### src/hw/scfs_pkg.sv
// Package of constants for the system clock fail switch.
package scfs_pkg;
    localparam int SEL_W = 3;
    // Clock source codes on the select field.
    localparam logic [2:0] SRC_HS_XTAL = 3'h0;
    localparam logic [2:0] SRC_LS_XTAL = 3'h1;
    localparam logic [2:0] SRC_PLL     = 3'h2;
    localparam logic [2:0] SRC_LS_RC   = 3'h3;
    localparam logic [2:0] SRC_HS_RC48 = 3'h4;
    localparam logic [2:0] SRC_HS_RC   = 3'h7;
    localparam logic [2:0] SEL_RESET   = 3'h7;
    localparam int NUM_SOURCES = 6;
    // Stop detector: crystal edges absent this long means stopped.
    localparam int STOP_TIME_NS = 2000;
    localparam int CLK_PERIOD_NS = 100;
    localparam int STOP_CYCLES = STOP_TIME_NS / CLK_PERIOD_NS;
    localparam int CNT_W = 8;
    // Stable indication: consecutive edges required after re-enable.
    localparam int STABLE_EDGES = 16;
endpackage

### src/hw/scfs_top.sv
// System clock source switch with crystal fail detection.
`timescale 1ns/1ps
// Overview of operation
// - Select system clock from six sources with a 3-bit selection field.
// - Separate high and low speed crystal fail detectors, each enabled and interrupting.
// - High speed detector enabled forces the internal high speed RC on.
// - Low speed detector enabled forces the internal low speed RC on.
// - High speed crystal stop switches clock to internal RC if crystal-fed.
// - High speed crystal stop sets the high speed fail flag.
// - High speed fail interrupt only while its interrupt enable is set.
// - Stable indication rises when crystal runs again; then software switches back.
module scfs_top
    import scfs_pkg::*;
#(
    parameter int STOP_CNT   = scfs_pkg::STOP_CYCLES,
    parameter int STABLE_CNT = scfs_pkg::STABLE_EDGES
) (
    // Clock, reset and enable.
    input  wire logic                  CLK,
    input  wire logic                  RESET,
    input  wire logic                  CE,
    // Source selection written by software.
    input  wire logic                  SEL_WRITE,
    input  wire logic [SEL_W-1:0]      SEL_WDATA,
    input  wire logic                  PLL_SRC_IS_HS_XTAL,
    // Oscillator enables from software.
    input  wire logic                  HS_XTAL_EN,
    input  wire logic                  LS_XTAL_EN,
    input  wire logic                  HS_RC_EN,
    input  wire logic                  LS_RC_EN,
    // Detector control.
    input  wire logic                  HS_DET_EN,
    input  wire logic                  LS_DET_EN,
    input  wire logic                  HS_FAIL_INT_EN,
    input  wire logic                  LS_FAIL_INT_EN,
    input  wire logic                  HS_FAIL_CLEAR,
    input  wire logic                  LS_FAIL_CLEAR,
    // Crystal activity, one pulse per sampled crystal edge.
    input  wire logic                  HS_XTAL_ACTIVE,
    input  wire logic                  LS_XTAL_ACTIVE,
    // Status and control outputs.
    output logic [SEL_W-1:0]           SYS_CLK_SELECT,
    output logic                       HS_RC_ON,
    output logic                       LS_RC_ON,
    output logic                       HS_FAIL_FLAG,
    output logic                       LS_FAIL_FLAG,
    output logic                       HS_XTAL_STABLE,
    output logic                       LS_XTAL_STABLE,
    output logic                       FAIL_IRQ
);
    logic hs_stop;
    logic ls_stop;
    logic hs_stable;
    logic ls_stable;
    logic hs_on_xtal;
    logic hs_fail_now;
    logic ls_fail_now;

    // True when the selected source is driven by the high speed crystal.
    function automatic logic fed_by_hs(input logic [SEL_W-1:0] sel, input logic pll_hs);
        fed_by_hs = (sel == SRC_HS_XTAL) || (sel == SRC_PLL && pll_hs);
    endfunction

    scfs_detect #(.STOP_CNT(STOP_CNT), .STABLE_CNT(STABLE_CNT), .CW(CNT_W)) u_hs (
        .clk      (CLK),
        .reset    (RESET),
        .ce       (CE),
        .xtal_en  (HS_XTAL_EN),
        .activity (HS_XTAL_ACTIVE),
        .stopped  (hs_stop),
        .stable   (hs_stable)
    );

    scfs_detect #(.STOP_CNT(STOP_CNT), .STABLE_CNT(STABLE_CNT), .CW(CNT_W)) u_ls (
        .clk      (CLK),
        .reset    (RESET),
        .ce       (CE),
        .xtal_en  (LS_XTAL_EN),
        .activity (LS_XTAL_ACTIVE),
        .stopped  (ls_stop),
        .stable   (ls_stable)
    );

    assign hs_on_xtal  = fed_by_hs(SYS_CLK_SELECT, PLL_SRC_IS_HS_XTAL);
    assign hs_fail_now = HS_DET_EN && hs_stop;
    assign ls_fail_now = LS_DET_EN && ls_stop;

    // The fail switch overrides a software write in the same cycle.
    always_ff @(posedge CLK or posedge RESET) begin
        if (RESET) begin
            SYS_CLK_SELECT <= SEL_RESET;
        end else if (CE) begin
            if (hs_fail_now && hs_on_xtal) begin
                SYS_CLK_SELECT <= SRC_HS_RC;
            end else if (SEL_WRITE) begin
                SYS_CLK_SELECT <= SEL_WDATA;
            end
        end
    end

    always_ff @(posedge CLK or posedge RESET) begin
        if (RESET) begin
            HS_RC_ON <= 1'b1;
            LS_RC_ON <= 1'b0;
        end else if (CE) begin
            HS_RC_ON <= HS_RC_EN || HS_DET_EN;
            LS_RC_ON <= LS_RC_EN || LS_DET_EN;
        end
    end

    // Set wins over a clear arriving in the same cycle.
    always_ff @(posedge CLK or posedge RESET) begin
        if (RESET) begin
            HS_FAIL_FLAG <= 1'b0;
            LS_FAIL_FLAG <= 1'b0;
        end else if (CE) begin
            if (hs_fail_now) begin
                HS_FAIL_FLAG <= 1'b1;
            end else if (HS_FAIL_CLEAR) begin
                HS_FAIL_FLAG <= 1'b0;
            end
            if (ls_fail_now) begin
                LS_FAIL_FLAG <= 1'b1;
            end else if (LS_FAIL_CLEAR) begin
                LS_FAIL_FLAG <= 1'b0;
            end
        end
    end

    always_ff @(posedge CLK or posedge RESET) begin
        if (RESET) begin
            HS_XTAL_STABLE <= 1'b0;
            LS_XTAL_STABLE <= 1'b0;
        end else if (CE) begin
            HS_XTAL_STABLE <= hs_stable;
            LS_XTAL_STABLE <= ls_stable;
        end
    end

    // Interrupt follows the flags one cycle later, gated by the enables.
    always_ff @(posedge CLK or posedge RESET) begin
        if (RESET) begin
            FAIL_IRQ <= 1'b0;
        end else if (CE) begin
            FAIL_IRQ <= (HS_FAIL_FLAG && HS_FAIL_INT_EN)
                     || (LS_FAIL_FLAG && LS_FAIL_INT_EN);
        end
    end
endmodule

### src/hw/scfs_detect.sv
// Clock-activity detector for one external crystal.
`timescale 1ns/1ps
module scfs_detect #(
    parameter int STOP_CNT   = scfs_pkg::STOP_CYCLES,
    parameter int STABLE_CNT = scfs_pkg::STABLE_EDGES,
    parameter int CW         = scfs_pkg::CNT_W
) (
    input  wire logic clk,
    input  wire logic reset,
    input  wire logic ce,
    input  wire logic xtal_en,
    input  wire logic activity,
    output logic      stopped,
    output logic      stable
);
    import scfs_pkg::*;
    logic [CW-1:0] idle_reg;
    logic [CW-1:0] edges_reg;

    // Counts cycles since the last activity pulse while the crystal is enabled.
    always_ff @(posedge clk or posedge reset) begin
        if (reset) begin
            idle_reg <= '0;
        end else if (ce) begin
            if (!xtal_en || activity) begin
                idle_reg <= '0;
            end else if (idle_reg != CW'(STOP_CNT)) begin
                idle_reg <= idle_reg + 1'b1;
            end
        end
    end

    // Counts activity pulses after enable; a stop or disable restarts it.
    always_ff @(posedge clk or posedge reset) begin
        if (reset) begin
            edges_reg <= '0;
        end else if (ce) begin
            if (!xtal_en || idle_reg == CW'(STOP_CNT)) begin
                edges_reg <= '0;
            end else if (activity && edges_reg != CW'(STABLE_CNT)) begin
                edges_reg <= edges_reg + 1'b1;
            end
        end
    end

    assign stopped = xtal_en && (idle_reg == CW'(STOP_CNT));
    assign stable  = xtal_en && (edges_reg == CW'(STABLE_CNT));
endmodule

### config.mk
export PLATFORM = sky130hd
export DESIGN_NAME = scfs_top
export DESIGN_NICKNAME = d
export VERILOG_FILES = /design/src/hw/scfs_pkg.sv /design/src/hw/scfs_top.sv /design/src/hw/scfs_detect.sv
export SDC_FILE = /design/constraint.sdc
export NUM_CORES = 1
export LEC_CHECK = 0
export ABC_CLOCK_PERIOD_IN_PS = 2630
export BUFFER_PORTS_ARGS = -buffer_cell sky130_fd_sc_hd__clkbuf_2
export CAP_MARGIN = 20
export CELL_PAD_IN_SITES_DETAIL_PLACEMENT = 0
export CELL_PAD_IN_SITES_GLOBAL_PLACEMENT = 1
export CORE_MARGIN = 3
export CORE_UTILIZATION = 31
export DETAILED_ROUTE_END_ITERATION = 12
export PLACE_DENSITY = 0.6
export SLEW_MARGIN = 20
export SYNTH_ARGS = -nofsm -noshare
export SYNTH_HDL_FRONTEND = slang
export SYNTH_SLANG_ARGS = --single-unit
### constraint.sdc
create_clock -name CLK -period 2.63 [get_ports CLK]
set_input_delay 0.263 -clock CLK [delete_from_list [all_inputs] [get_ports CLK]]
set_output_delay 0.263 -clock CLK [all_outputs]
set_load 0.02 [all_outputs]
# --- Word level (Yosys, flattened, before mapping) ---
# Cells that the tools add are included.
word_totals:
  register_bits: 42
  inputBits: 20
  output_inout_bits: 10
  word_cells: 76
classes:
  add_sub_neg: 4
  n_eq_ne: 9
  n_mux: 14
  reduce_logical: 37
op_table:
  columns: ["op", "count"]
  rows:
  - ["$mux W8", 8]
  - ["$add A8 B1 Y8 const B", 4]
  - ["$eq A8 B5 Y1 const B", 4]
  - ["$ne A8 B5 Y1 const B", 4]
  - ["$reduce_and A2 Y1", 7]
  - ["$reduce_bool A2 Y1", 7]
  - ["$logic_and A1 B1 Y1", 12]
  - ["$logic_or A1 B1 Y1", 8]
  - ["$mux W3", 2]
  - ["$mux W1", 4]
  - ["$eq A3 B2 Y1 const B", 1]
  - ["$logic_not A3 Y1", 1]
  - ["$logic_not A1 Y1", 2]

# --- Depth between registers and ports, before layout ---
logic_depth:
  ltp_word: 6
  mapped_depth: 6
  ltp_nobuf: 6

# --- Cells and area by module ---
# From an unflattened synthesis, not the netlist that was laid out.
hier_totals:
  cells_unflattened: 260
  area_unflattened_um2: 2468.6
modules_own_cells:
  columns: ["module", "instances", "cells_per_inst", "area_each_um2", "seq_area_each_um2"]
  rows:
  - ["scfs_detect (u_ls)", 1, 111, 1011.0, 400.4]
  - ["scfs_detect (u_hs)", 1, 107, 992.2, 400.4]
  - ["scfs_top", 1, 42, 465.4, 255.2]

# --- Worst setup path before layout ---
# OpenSTA, ideal clock, no wires.
synth_timing:
  path_kind: "flip-flop to flip-flop"
  from: "register u_hs.idle_reg[0]"
  to: "register SYS_CLK_SELECT[2]"
  setup_time_ps: 64
  t_arrival_ps: 1771
  setup_slack_ps: 795
  stages_incl_launch_ff: 7
  path_buffers: 0
  synth_period_minus_slack_ps: 1835
  path_cell_list: "dfrtp_1 > inv_1 > ha_1 > or4b_4 > or2_4 > or3_4 > nand3_1"
synth_between:
  elab_chain_cells: 6
  word_cells_on_any_way: 7
  cone_classes: "1 x eq/ne; 1 x mux; 5 x reduce/logical"
synth_rtl:
  columns: ["element", "line_no", "rtl"]
  rows:
  - ["start: declaration", "scfs_detect.sv:17", "logic [CW-1:0] idle_reg;"]
  - ["start signal: assignment", "scfs_detect.sv:28", "idle_reg <= idle_reg + 1'b1;"]
  - ["$eq A8 B5 Y1 (*)", "scfs_detect.sv:46", "assign stopped = xtal_en && (idle_reg == CW'(STOP_CNT));"]
  - ["$logic_and A1 B1 Y1 (*)", "scfs_detect.sv:46", null]
  - ["$logic_and A1 B1 Y1 (*)", "scfs_top.sv:85", "assign hs_fail_now = HS_DET_EN && hs_stop;"]
  - ["$logic_and A1 B1 Y1 (*)", "scfs_top.sv:93", "if (hs_fail_now && hs_on_xtal) begin"]
  - ["$reduce_bool A2 Y1 (no source line)", null, null]
  - ["$reduce_and A2 Y1 (no source line)", null, null]
  - ["end signal: assignment", "scfs_top.sv:91", "SYS_CLK_SELECT <= SEL_RESET;"]
  - ["end signal: assignment", "scfs_top.sv:94", "SYS_CLK_SELECT <= SRC_HS_RC;"]
  - ["end signal: assignment", "scfs_top.sv:96", "SYS_CLK_SELECT <= SEL_WDATA;"]
  - ["end: declaration", "scfs_top.sv:42", "output logic [SEL_W-1:0] SYS_CLK_SELECT,"]
# Mark *: on every way between the ends. The rest lies on a longest branch, timed or not.
# A chain may end at the register's enable or synchronous reset.

# --- Final worst setup path ---
layout_timing:
  from: "register u_hs.idle_reg[0]"
  to: "register u_hs.edges_reg[1]"
layout_between:
  elab_chain_cells: 4
  word_cells_on_any_way: 5
  cone_classes: "1 x eq/ne; 1 x mux; 3 x reduce/logical"
layout_rtl:
  columns: ["element", "line_no", "rtl"]
  rows:
  - ["$eq A8 B5 Y1 (*)", "scfs_detect.sv:38", "if (!xtal_en || idle_reg == CW'(STOP_CNT)) begin"]
  - ["$logic_or A1 B1 Y1 (*)", "scfs_detect.sv:38", null]
  - ["$reduce_bool A2 Y1 (no source line)", null, null]
  - ["$reduce_and A2 Y1 (no source line)", null, null]
  - ["end signal: assignment", "scfs_detect.sv:41", "edges_reg <= edges_reg + 1'b1;"]
  - ["end: declaration", "scfs_detect.sv:18", "logic [CW-1:0] edges_reg;"]
# Marks and branches as above.

==> impl_metrics.yaml <==
outcome:
  outcome: "completed"
place:
  post-dp-hpwl_mm: 3.49
  gp_congestion: 0.736
  io_buffers: 29
floorplan:
  ioPinCount: 30
  die_h_um: 90.5
  start_util_pct: 32.2
  die_x_um: 90.5
  die_area_um2: 8180
  core-area_um2: 6870
  rows: 30
synth:
  synth.top_cells.by_count: "dfrtp_1 (38), nor2_1 (30), nand2_1 (22), nand3_1 (19), inv_1 (16)"
  yosys.area.top_type_share_pct: 43.0
  synth_top_family_by_area: "simple AND/OR/NAND/NOR gates"
  yosysMostFrequentCell: "dfrtp_1"
  ys_seq_area_share_pct: 47.8
  synth-seq-cells: 42
  yosysTopAreaCell: "dfrtp_1"
  synthArstFlopShare_pct: 100
  synth_area_leaders: "dfrtp_1 (43%), nor2_1 (5.1%), dfstp_2 (4.8%)"
  synth_ff_type: "dfrtp_1"
  synth_compound_gate_area_share_pct: 11.7
  netlist_area_um2: 2210
  yosys_warnings: 0
  synth_mux_area_share_pct: 0
  synthAdderAreaFrac_pct: 4.53
  syn_inst: 238
  synth_xor_area_share_pct: 7.13
  synth-simple-area-share_pct: 25.3
  synth_area_per_cell_um2: 9.29
  synth_edf_count: 0
  synth_nets: 266
  yosysUniqueCellTypes: 41
global_routing:
  grt_pass1_wl_mm: 8.31
  grt_max_degree: 28
  antenna_found_initial: 0
  grt_pass1_vias: 1718
  gr-usage-all-layers_pct: 12.4
  overflow: 0
cells_and_area:
  final_util_pct: 37.5
  drive_gt1_share_pct: 18.3
  diodes: 0
  fill_cells: 714
  syn_to_final_growth_pct: 16.5
  nets: 300
critical_path:
  path_class: "reg2reg"
  critical_path_required_ns: 2.80
  worstPathCellList: "inv_1 > ha_1 > or4b_4 > or2_4 > a21oi_2 > o31ai_1"
  critPathMaxFanout: 8
  crit_path_top_delay_cell: "or4b_4"
  slowest_delay_ns: 0.47
  cp-start-kind: "flip-flop"
  crit_family: "simple AND/OR/NAND/NOR gates"
  cp.arrival_ns: 2.15
  endpoint_kind: "flip-flop"
  worst-path-buf-inv: 1
power:
  ir_drop_v: 0.000135
  p_leak_nw: 1.13
  power.total_mw: 1.31
  power-per-cell-area_nw_per_um2: 509
detailed_routing:
  drt_iter0_markers: 94
  first_pass_iters: 4
  drc: 0
  wl_per_cell_um: 13.0
  via_count: 1764
  ant_nets: 0
  routed_wl_mm: 4.79
  vias_per_cell: 4.78
timing:
  fmax_mhz: 507
  slew_headroom_pct: 60.6
  period_minus_slack_ns: 1.97
  slew_viol_final: 0
  worst_pin_slew_ns: 0.590
  setup_viol_count_final: 0
  skew_ns: 0.00980
  hold_ws_ns: 0.00521
  finalSetupTns_ns: 0
  period_share_pct: 75.0
  hold_viol: 0
  rsz0062_at_grt: "no"
clocking:
  cts_tree: "built"
  cts_root_buf: "clkbuf_8"
  cts_resized: 0
  clockBufferDepth: 2
  clkSinkCount: 42
  cts_buffers: 5
  cts_setup_buffers: 0
  htreeDepth: 2
  clk_pin_slew_ns: 0.08
  cts_hold_buf: 0
  clock_latency_ns: 0.29
job:
  maxCapViolations: 0
worst_hold_path:
  hp-class: "in2async"
stage by stage:
| stage | instance area [um2] | instances | setup slack, ns |
|---|---|---|---|
| after floorplan | 2210 | 238 | 0.795 |
| after global placement | 2480 | 361 | 0.650 |
| after detailed placement | 2480 | 361 | 0.650 |
| after CTS | 2570 | 369 | 0.661 |
| after global routing | 2570 | 369 | 0.533 |
| final | 2570 | 369 | 0.657 |
cells in the final DEF (no fill, tap or decap), types with 4 or more instances in the layout:
| master | instances |
|---|---|
| o21ai_0 | 11 |
| nand3_1 | 19 |
| a21oi_1 | 9 |
| o31ai_1 | 4 |
| ha_1 | 8 |
| xor2_1 | 8 |
| nand2_1 | 22 |
| nand2b_1 | 4 |
| clkbuf_2 | 29 |
| inv_1 | 15 |
| xnor2_1 | 10 |
| dfstp_2 | 4 |
| nand4_1 | 8 |
| nor2_1 | 30 |
| dfrtp_1 | 38 |
| nor3_1 | 5 |
| clkbuf_8 | 6 |
where the power goes:
group          total, mW  internal [mW]  switching, mW  leakage [nW]
Combinational      0.175         0.0672          0.108         0.519
Clock              0.433          0.211          0.222        0.0472
Sequential         0.701          0.676         0.0255         0.562
cells by family (layout without fill, tap and decap cells):
| logic type | after synthesis | in the layout |
|---|---|---|
| compound gates | 40 | 40 |
| xor+xnor | 18 | 18 |
| fa+ha+maj | 8 | 8 |
| buf+inv | 21 | 56 |
| flops | 42 | 42 |
| simple gates | 109 | 109 |
metal layers:
| metal | vias up | wire length (um) | global-route usage [%] |
|---|---|---|---|
| li1 | 903 | - | - |
| met4 | 0 | 94 | 4.21 |
| met5 | - | 0 | 0 |
| met2 | 32 | 2090 | 19.0 |
| met3 | 11 | 160 | 2.92 |
| met1 | 818 | 2440 | 17.1 |
path summary, 6_finish.rpt:
path | startpoint | end | slack, ns | cells past startpoint
setup reg to reg | u_hs.idle_reg[0]$_DFFE_PP0P_ | u_hs.edges_reg[1]$_DFFE_PP0P_ | 0.66 | 6
hold / removal | RESET | u_hs.edges_reg[2]$_DFFE_PP0P_ | 0.005 | 2
min in group CLK | SEL_WDATA[0] | SYS_CLK_SELECT[0]$_DFFE_PP1P_ | 0.17 | 3
hold reg to reg | SYS_CLK_SELECT[0]$_DFFE_PP1P_ | SYS_CLK_SELECT[0]$_DFFE_PP1P_ | 0.50 | 2
setup / recovery | u_hs.idle_reg[0]$_DFFE_PP0P_ | u_hs.edges_reg[1]$_DFFE_PP0P_ | 0.66 | 6
max in group asynchronous | RESET | u_ls.edges_reg[6]$_DFFE_PP0P_ | 1.96 | 3
area by class of cell:
cell class | instances | area (um2) | area share, %
Clock buffer | 6 | 82.6 | 3.21
Clock inverter | 2 | 12.5 | 0.486
Inverter | 16 | 60.1 | 2.33
Multi-Input combinational cell | 175 | 1080 | 41.8
Sequential cell | 42 | 1060 | 41.0
Tap cell | 96 | 120 | 4.66
Timing Repair Buffer | 32 | 168 | 6.51
(Power assumes the default switching activity.)
